File: config.mk
export PLATFORM = sky130hd
export DESIGN_NAME = vdi_flags
export DESIGN_NICKNAME = d
export VERILOG_FILES = /design/src/vdi_pkg.sv /design/src/vdi_sync.sv /design/src/vdi_flags.sv
export SDC_FILE = /design/constraint.sdc
export NUM_CORES = 1
export LEC_CHECK = 0
export BUFFER_PORTS_ARGS = -buffer_cell sky130_fd_sc_hd__buf_2
export CAP_MARGIN = 20
export CORE_MARGIN = 2
export CORE_UTILIZATION = 35
export CTS_CLUSTER_DIAMETER = 150
export DETAILED_ROUTE_END_ITERATION = 7
export GPL_TIMING_DRIVEN = 0
export HOLD_SLACK_MARGIN = 0.08
export MAX_ROUTING_LAYER = met4
export PLACE_DENSITY = 0.69
export RECOVER_POWER = 50
export REMOVE_ABC_BUFFERS = 1
export SLEW_MARGIN = 10
export SYNTH_ARGS = -nofsm -noshare
export SYNTH_HDL_FRONTEND = slang
export SYNTH_SLANG_ARGS = --single-unit
File: constraint.sdc
create_clock -name clk -period 2.27 [get_ports clk]
set_clock_uncertainty 0.2 [all_clocks]
set_input_delay 0.454 -clock clk [delete_from_list [all_inputs] [get_ports clk]]
set_output_delay 0.454 -clock clk [all_outputs]
set_load 0.005 [all_outputs]
File: src/vdi_pkg.sv
// Constants for the voltage detect interrupt flag block
package vdi_pkg;
  // Register byte offsets
  localparam logic [3:0] CTRL_OFS = 4'h0;
  localparam logic [3:0] STATUS_OFS = 4'h4;
  localparam logic [3:0] CLEAR_OFS = 4'h8;
  localparam logic [3:0] MASK_OFS = 4'hC;
  // Control fields
  localparam int CTRL_DET0_RESET_MODE = 0;
  localparam int CTRL_DET1_RESET_MODE = 1;
  localparam int CTRL_DET1_ENABLE = 2;
  // Status fields
  localparam int ST_DET0_SEEN = 0;
  localparam int ST_DET1_SEEN = 1;
  localparam int ST_DET0_BELOW = 2;
  localparam int ST_DET1_BELOW = 3;
  localparam int ST_DET1_READY = 4;
  localparam int ST_DET0_RESET_MODE = 5;
  localparam int ST_INT_RESET = 6;
  // Clear register fields (same bits as the seen flags)
  localparam int CLR_DET0 = 0;
  localparam int CLR_DET1 = 1;
  // Reset values
  localparam logic [2:0] CTRL_RESET = 3'h0;
  localparam logic [1:0] MASK_RESET = 2'h3;
  // Timing
  localparam int CLK_HZ = 25000000;
  localparam int DET1_SETTLE_US = 500;
  localparam int DET1_SETTLE_CYC = DET1_SETTLE_US * (CLK_HZ / 1000000);
  // Detector one enable sequence, Gray coded except the two-bit step from ACTIVE back to OFF
  typedef enum logic [1:0] {
    VDI_D1_OFF = 2'b00,
    VDI_D1_SETTLE = 2'b01,
    VDI_D1_ACTIVE = 2'b11
  } vdi_d1_state_e;
endpackage

File: src/vdi_sync.sv
// Three-stage input synchroniser with agreement filter
`timescale 1ns/100ps
module vdi_sync (
  input wire logic clk,
  input wire logic resetn,
  input wire logic pin,
  output logic level_r,
  output logic changed
);
  logic s1_r;
  logic s2_r;
  logic s3_r;
  logic s1_nxt;
  logic s2_nxt;
  logic s3_nxt;
  logic level_nxt;

  // Level follows once stages two and three agree
  always_comb
  begin
    s1_nxt = pin;
    s2_nxt = s1_r;
    s3_nxt = s2_r;
    level_nxt = (s2_r == s3_r) ? s3_r : level_r;
    changed = (s2_r == s3_r) && (s3_r != level_r);
  end

  // Register stage
  always_ff @(posedge clk or negedge resetn)
  begin
    if (!resetn)
    begin
      s1_r <= 1'b0;
      s2_r <= 1'b0;
      s3_r <= 1'b0;
      level_r <= 1'b0;
    end
    else
    begin
      s1_r <= s1_nxt;
      s2_r <= s2_nxt;
      s3_r <= s3_nxt;
      level_r <= level_nxt;
    end
  end
endmodule // vdi_sync

File: src/vdi_flags.sv
// Interrupt flags, mode handling and register slave for two voltage detectors
`timescale 1ns/100ps
module vdi_flags #(
  parameter int SETTLE_CYC = vdi_pkg::DET1_SETTLE_CYC
) (
  input wire logic clk,
  input wire logic resetn,
  input wire logic det0_cmp_below,
  input wire logic det1_cmp_below,
  input wire logic wb_cyc_i,
  input wire logic wb_stb_i,
  input wire logic wb_we_i,
  input wire logic [3:0] wb_adr_i,
  input wire logic [3:0] wb_sel_i,
  input wire logic [31:0] wb_dat_i,
  output logic [31:0] wb_dat_o,
  output logic wb_ack_o,
  output logic shared_voltage_irq_vector,
  output logic voltage_detect_irq_request,
  output logic internal_reset_r
);
  // Synchronised comparator levels
  logic det0_below_threshold_flag;
  logic det1_below_threshold_flag;
  logic det0_change;
  logic det1_change;

  // Register state
  logic det0_reset_mode_r;
  logic det0_reset_mode_nxt;
  logic det1_reset_mode_r;
  logic det1_reset_mode_nxt;
  logic det1_enable_r;
  logic det1_enable_nxt;
  logic det0_irq_seen_flag;
  logic det0_seen_nxt;
  logic det1_irq_seen_flag;
  logic det1_seen_nxt;
  logic [1:0] mask_r;
  logic [1:0] mask_nxt;
  logic internal_reset_nxt;
  logic irq_nxt;
  logic req_nxt;
  logic ack_nxt;
  logic [31:0] dat_nxt;

  // Detector one sequence
  vdi_pkg::vdi_d1_state_e d1_state_r;
  vdi_pkg::vdi_d1_state_e d1_state_nxt;
  logic [$clog2(SETTLE_CYC+1)-1:0] settle_cnt_r;
  logic [$clog2(SETTLE_CYC+1)-1:0] settle_cnt_nxt;

  // Bus decode and event terms
  logic bus_req;
  logic wr_ctrl;
  logic wr_status;
  logic wr_clear;
  logic wr_mask;
  logic det0_clear;
  logic det1_clear;
  logic det0_event;
  logic det1_event;
  logic det1_ready;

  // Byte lane zero write strobe to a given offset
  function automatic logic lane0_write(input logic [3:0] adr, input logic [3:0] ofs);
    lane0_write = bus_req && wb_we_i && wb_sel_i[0] && (adr == ofs);
  endfunction

  // Comparator synchronisers
  vdi_sync u_sync0 (
    .clk(clk),
    .resetn(resetn),
    .pin(det0_cmp_below),
    .level_r(det0_below_threshold_flag),
    .changed(det0_change)
  );

  vdi_sync u_sync1 (
    .clk(clk),
    .resetn(resetn),
    .pin(det1_cmp_below),
    .level_r(det1_below_threshold_flag),
    .changed(det1_change)
  );

  // Bus strobes; a request is serviced once, in the cycle before ack
  always_comb
  begin
    bus_req = wb_cyc_i && wb_stb_i && !wb_ack_o;
    wr_ctrl = lane0_write(wb_adr_i, vdi_pkg::CTRL_OFS);
    wr_status = lane0_write(wb_adr_i, vdi_pkg::STATUS_OFS);
    wr_clear = lane0_write(wb_adr_i, vdi_pkg::CLEAR_OFS);
    wr_mask = lane0_write(wb_adr_i, vdi_pkg::MASK_OFS);
    det0_clear = (wr_clear || wr_status) && wb_dat_i[vdi_pkg::CLR_DET0];
    det1_clear = (wr_clear || wr_status) && wb_dat_i[vdi_pkg::CLR_DET1];
  end

  // Detector one enable and settle sequence
  always_comb
  begin
    d1_state_nxt = d1_state_r;
    settle_cnt_nxt = settle_cnt_r;
    case (d1_state_r)
      vdi_pkg::VDI_D1_OFF:
      begin
        settle_cnt_nxt = '0;
        if (det1_enable_r)
        begin
          d1_state_nxt = vdi_pkg::VDI_D1_SETTLE;
        end
      end
      vdi_pkg::VDI_D1_SETTLE:
      begin
        if (!det1_enable_r)
        begin
          d1_state_nxt = vdi_pkg::VDI_D1_OFF;
        end
        else if (settle_cnt_r == $bits(settle_cnt_r)'(SETTLE_CYC - 1))
        begin
          d1_state_nxt = vdi_pkg::VDI_D1_ACTIVE;
        end
        else
        begin
          settle_cnt_nxt = settle_cnt_r + 1'b1;
        end
      end
      vdi_pkg::VDI_D1_ACTIVE:
      begin
        if (!det1_enable_r)
        begin
          d1_state_nxt = vdi_pkg::VDI_D1_OFF;
        end
      end
      default:
      begin
        d1_state_nxt = vdi_pkg::VDI_D1_OFF;
      end
    endcase
  end

  // Mode bits, enable, mask and internal reset
  always_comb
  begin
    det1_ready = (d1_state_r == vdi_pkg::VDI_D1_ACTIVE);
    // Reset mode holds the internal reset while below; for detector one only until its forced disable takes it out of ACTIVE
    internal_reset_nxt = (det0_reset_mode_r && det0_below_threshold_flag) ||
                         (det1_ready && det1_reset_mode_r && det1_below_threshold_flag);
    det0_reset_mode_nxt = wr_ctrl ? wb_dat_i[vdi_pkg::CTRL_DET0_RESET_MODE] : det0_reset_mode_r;
    det1_reset_mode_nxt = wr_ctrl ? wb_dat_i[vdi_pkg::CTRL_DET1_RESET_MODE] : det1_reset_mode_r;
    det1_enable_nxt = wr_ctrl ? wb_dat_i[vdi_pkg::CTRL_DET1_ENABLE] : det1_enable_r;
    // Internal reset beats software, so detector one must be set up again
    if (internal_reset_r)
    begin
      det0_reset_mode_nxt = 1'b1;
      det1_enable_nxt = 1'b0;
    end
    mask_nxt = wr_mask ? wb_dat_i[1:0] : mask_r;
  end

  // Seen flags, shared interrupt level and request pulse
  always_comb
  begin
    // Either crossing direction is an interrupt request in interrupt mode, for detector one only once it is ready (ACTIVE)
    det0_event = det0_change && !det0_reset_mode_r;
    det1_event = det1_change && det1_ready && !det1_reset_mode_r;
    // Set wins over a same-cycle clear, so no event is lost to a late handler
    det0_seen_nxt = det0_event || (det0_irq_seen_flag && !det0_clear);
    det1_seen_nxt = det1_event || (det1_irq_seen_flag && !det1_clear);
    // One shared output for both detectors, built from next values to avoid a lag
    irq_nxt = (det0_seen_nxt && mask_nxt[vdi_pkg::ST_DET0_SEEN]) ||
              (det1_seen_nxt && mask_nxt[vdi_pkg::ST_DET1_SEEN]);
    req_nxt = det0_event || det1_event;
  end

  // Bus answer and read data
  always_comb
  begin
    ack_nxt = bus_req;
    dat_nxt = 32'h0000_0000;
    if (bus_req && !wb_we_i)
    begin
      case (wb_adr_i)
        vdi_pkg::CTRL_OFS:
        begin
          dat_nxt[vdi_pkg::CTRL_DET0_RESET_MODE] = det0_reset_mode_r;
          dat_nxt[vdi_pkg::CTRL_DET1_RESET_MODE] = det1_reset_mode_r;
          dat_nxt[vdi_pkg::CTRL_DET1_ENABLE] = det1_enable_r;
        end
        vdi_pkg::STATUS_OFS:
        begin
          dat_nxt[vdi_pkg::ST_DET0_SEEN] = det0_irq_seen_flag;
          dat_nxt[vdi_pkg::ST_DET1_SEEN] = det1_irq_seen_flag;
          dat_nxt[vdi_pkg::ST_DET0_BELOW] = det0_below_threshold_flag;
          dat_nxt[vdi_pkg::ST_DET1_BELOW] = det1_below_threshold_flag && det1_ready;
          dat_nxt[vdi_pkg::ST_DET1_READY] = det1_ready;
          dat_nxt[vdi_pkg::ST_DET0_RESET_MODE] = det0_reset_mode_r;
          dat_nxt[vdi_pkg::ST_INT_RESET] = internal_reset_r;
        end
        vdi_pkg::MASK_OFS:
        begin
          dat_nxt[1:0] = mask_r;
        end
        default:
        begin
          dat_nxt = 32'h0000_0000; // Clear register and unmapped words read zero
        end
      endcase
    end
  end

  // Detector one sequence registers
  always_ff @(posedge clk or negedge resetn)
  begin
    if (!resetn)
    begin
      d1_state_r <= vdi_pkg::VDI_D1_OFF;
      settle_cnt_r <= '0;
    end
    else
    begin
      d1_state_r <= d1_state_nxt;
      settle_cnt_r <= settle_cnt_nxt;
    end
  end

  // Control and mask registers
  always_ff @(posedge clk or negedge resetn)
  begin
    if (!resetn)
    begin
      det0_reset_mode_r <= vdi_pkg::CTRL_RESET[vdi_pkg::CTRL_DET0_RESET_MODE];
      det1_reset_mode_r <= vdi_pkg::CTRL_RESET[vdi_pkg::CTRL_DET1_RESET_MODE];
      det1_enable_r <= vdi_pkg::CTRL_RESET[vdi_pkg::CTRL_DET1_ENABLE];
      mask_r <= vdi_pkg::MASK_RESET;
    end
    else
    begin
      det0_reset_mode_r <= det0_reset_mode_nxt;
      det1_reset_mode_r <= det1_reset_mode_nxt;
      det1_enable_r <= det1_enable_nxt;
      mask_r <= mask_nxt;
    end
  end

  // Internal reset level, registered so it never glitches on the output
  always_ff @(posedge clk or negedge resetn)
  begin
    if (!resetn)
    begin
      internal_reset_r <= 1'b0;
    end
    else
    begin
      internal_reset_r <= internal_reset_nxt;
    end
  end

  // Seen flags and interrupt outputs
  always_ff @(posedge clk or negedge resetn)
  begin
    if (!resetn)
    begin
      det0_irq_seen_flag <= 1'b0;
      det1_irq_seen_flag <= 1'b0;
      shared_voltage_irq_vector <= 1'b0;
      voltage_detect_irq_request <= 1'b0;
    end
    else
    begin
      det0_irq_seen_flag <= det0_seen_nxt;
      det1_irq_seen_flag <= det1_seen_nxt;
      shared_voltage_irq_vector <= irq_nxt;
      voltage_detect_irq_request <= req_nxt;
    end
  end

  // Bus answer registers
  always_ff @(posedge clk or negedge resetn)
  begin
    if (!resetn)
    begin
      wb_ack_o <= 1'b0;
      wb_dat_o <= 32'h0000_0000;
    end
    else
    begin
      wb_ack_o <= ack_nxt;
      wb_dat_o <= dat_nxt;
    end
  end
endmodule // vdi_flags

==> metrics.txt <==
# DRC 0; P_int about 1000 uW; initial antenna violation count 0; Worst-Margin Slew 1.02 ns; Switching Fraction 23.1%; I/O pin count 83; Final Hold Fails 0; startpoint types register; # port buffers 25; Max Used Layer met4; Metal-1 WL slightly above 2 mm; total power draw 1360 uW; Die X 83.4 microns; largest net degree at the start of global routing between 40 and 50; most frequent cells in the layout dfrtp_1 (38), conb_1 (25), buf_2 (24); worst slack at placement -0.0752 ns; power share of the clock group 36.4%; Die Span Y 83.4 microns; Routed WL per cell 13.6 microns; drt total wl roughly 4.4 mm; Non-Filler Instances 320; met3 wire length 198 microns; core area 5990 sq um; WS Path Type register to register; CP arrival 2.19 ns; fraction of layout cells with a size suffix above 1 24.5%; Post-Syn Area per Cell around 10 sq um; power per cell area 551 nW/um^2; final core utilization 41.2%; Yosys reg bits 42; CTS Root Cell clkbuf_8; number of global-route vias before repair about 1500; final worst path period share roughly 98%; Post-synth top flop dfrtp_1; number of placed cells counting well taps 303; Reg clk slew, reported paths about 0.090 ns; synthesized area 2210 sq um; via count roughly 1600; Setup Viol. Count Final 0; gr usage total about an eighth; worst hold path type primary input to async pin; initial drt markers 158; Critical Path End Type register; fin. max-slew vios 0; maximum VDD drop 342 uV; Lkg Pwr 0.00114 uW; slew margin rel. 31.8%; RePlAce Congestion 0.847; Gate power share 6.0%; sequential power share between 50% and 60%; sw power 314 uW; antenna cells 0; crit path max fanout 5; clock sinks 42; met2 routed WL 2.09 mm; hpwl dp 2.92 mm; status complete, no violations; Worst-Skew Late Latency 0.28 ns; number of synthesized flops with an enable pin 0; Layout Nets 292; Seq/Total Area, Yosys 47.7%; Period minus WS final 2.23 ns; gr ovfl total 0; Mapped Cells 212; DR vias/cell 5.15; PnR worst setup slack approximately 0.042 ns; Die ar. 6960 sq um; CTS max path bufs 2; synth warn 0; Peak Freq 449 MHz; CTS Buf Count 5; Post-synth ARST share 100%; worst path required time 2.23 ns; Initial Utilization 36.8%; CTS tree done; first-pass GRT wire length 6.89 mm; CTS H-tree depth 2; Yosys cell types 54; Pre-antenna DRT Iters 4; max_cap viols 0; area grow syn2layout 11.8%; post-detailed-route count of antenna-violating nets 0; most common cell after layout, fill and taps aside dfrtp_1; row cnt 28
layout make-up:
type | instances | area [sq um]
Clock inverter | 2 | 12.5
Timing Repair Buffer | 33 | 190
Fill cell | 573 | 3520
Clock buffer | 6 | 82.6
Sequential cell | 42 | 1060
Multi-Input combinational cell | 157 | 1010
Inverter | 5 | 18.8
Tap cell | 75 | 93.8
path summary, 6_finish.rpt:
path / from / end / slack [ns] / cells after the start
max: settle_cnt_r[5] / settle_cnt_r[8] / 0.04 / 4
min: resetn / wb_ack_o / 0.13 / 1
max reg2reg: settle_cnt_r[5] / settle_cnt_r[8] / 0.04 / 4
min reg2reg: u_sync1.s1_r / u_sync1.s2_r / 0.15 / 0
max in group asynchronous: resetn / settle_cnt_r[5] / 1.03 / 1
min in group clk: u_sync1.s1_r / u_sync1.s2_r / 0.15 / 0
worst max-delay path, cell delays in order (launching register included):
cell and delay, ns:
dfrtp_2 0.43, or4b_4 0.61, o41a_1 0.51, a32oi_1 0.26, o31ai_2 0.09
flip-flops by register name, indices dropped and copies added (netlist names):
signal / cells
settle_cnt_r: 14
wb_dat_o: 7
d1_state_r: 2
mask_r: 2
det0_irq_seen_flag: 1
det0_reset_mode_r: 1
det1_enable_r: 1
det1_irq_seen_flag: 1
det1_reset_mode_r: 1
internal_reset_r: 1
shared_voltage_irq_vector: 1
u_sync0.level_r: 1
u_sync0.s1_r: 1
u_sync0.s2_r: 1
u_sync0.s3_r: 1
u_sync1.level_r: 1
u_sync1.s1_r: 1
u_sync1.s2_r: 1
u_sync1.s3_r: 1
voltage_detect_irq_request: 1
wb_ack_o: 1
through the flow:
stage	setup TNS [ns]	hold WS, ns	area (sq um)
floorplan	0	-0.0416	2060
global placement	-0.0932	0.134	2280
detailed placement	-0.139	0.135	2280
CTS	0	0.128	2400
global route	-0.0234	0.160	2470
finish	0	0.130	2470
cell families (layout without fill, tap and decap cells):
family	count (synthesis)	in the layout	share of synthesized area (%)
AO/OA/AOI/OAI	36	37	12.5
other	1	25	0.170
XOR/XNOR	1	1	0.397
buffers and inverters	38	46	11.5
adder cells (fa/ha/maj)	3	3	1.47
AND/OR/NAND/NOR	84	84	22.9
multiplexers	7	7	3.34
flip-flops	42	42	47.7
cells in the mapped netlist, drive strengths merged, types with 2 or more instances:
cell type / count / area share [%]
or3: 4 / 1.1
nand2b: 2 / 0.57
nor2: 11 / 1.9
a31oi: 11 / 3.1
inv: 5 / 0.85
mux2: 3 / 1.5
clkbuf: 5 / 0.91
and3: 3 / 0.85
a21o: 3 / 1.0
mux2i: 4 / 1.8
a21oi: 3 / 0.68
nand3b: 3 / 1.0
o31ai: 3 / 1.2
or2: 2 / 0.57
a211o: 3 / 1.2
nand2: 13 / 2.2
or4: 4 / 1.4
dfrtp: 40 / 45
o21ai: 5 / 1.1
and2: 4 / 1.2
nand4: 10 / 2.8
nand3: 6 / 1.4
or3b: 3 / 1.2
nor4: 4 / 1.8
buf: 28 / 9.7
dfstp: 2 / 2.4
nor3: 8 / 1.8
maj3: 2 / 0.91
power groups by stage:
| stage | registers, uW | logic, uW | clock network, uW |
|---|---|---|---|
| 2_1_floorplan | 796 | 37.7 | 0 |
| 3_3_place_gp | 798 | 78.2 | 0 |
| 3_5_place_dp | 799 | 79.3 | 0 |
| 4_1_cts | 784 | 82.3 | 513 |
| 5_1_grt | 788 | 93.1 | 550 |
| 6_report | 784 | 81.5 | 495 |
repair_timing:
| action | 4_1_cts | 5_1_grt |
|---|---|---|
| gates cloned | 0 | 1 |
| resized for setup | 1 | 4 |
| hold buffers | 2 | 0 |
| setup buffers | 0 | 6 |
| endpoints found under the setup margin | 4 | 12 |
| pin swaps | 2 | 5 |
| endpoints found under the hold margin | 2 | 0 |
routing by layer:
layer	vias up	track usage, %
li1	802	-
met1	785	16.1
met2	57	18.8
met3	4	2.09
met4	0	4.11
met5	-	-
Power figures use the tool's default switching activity.
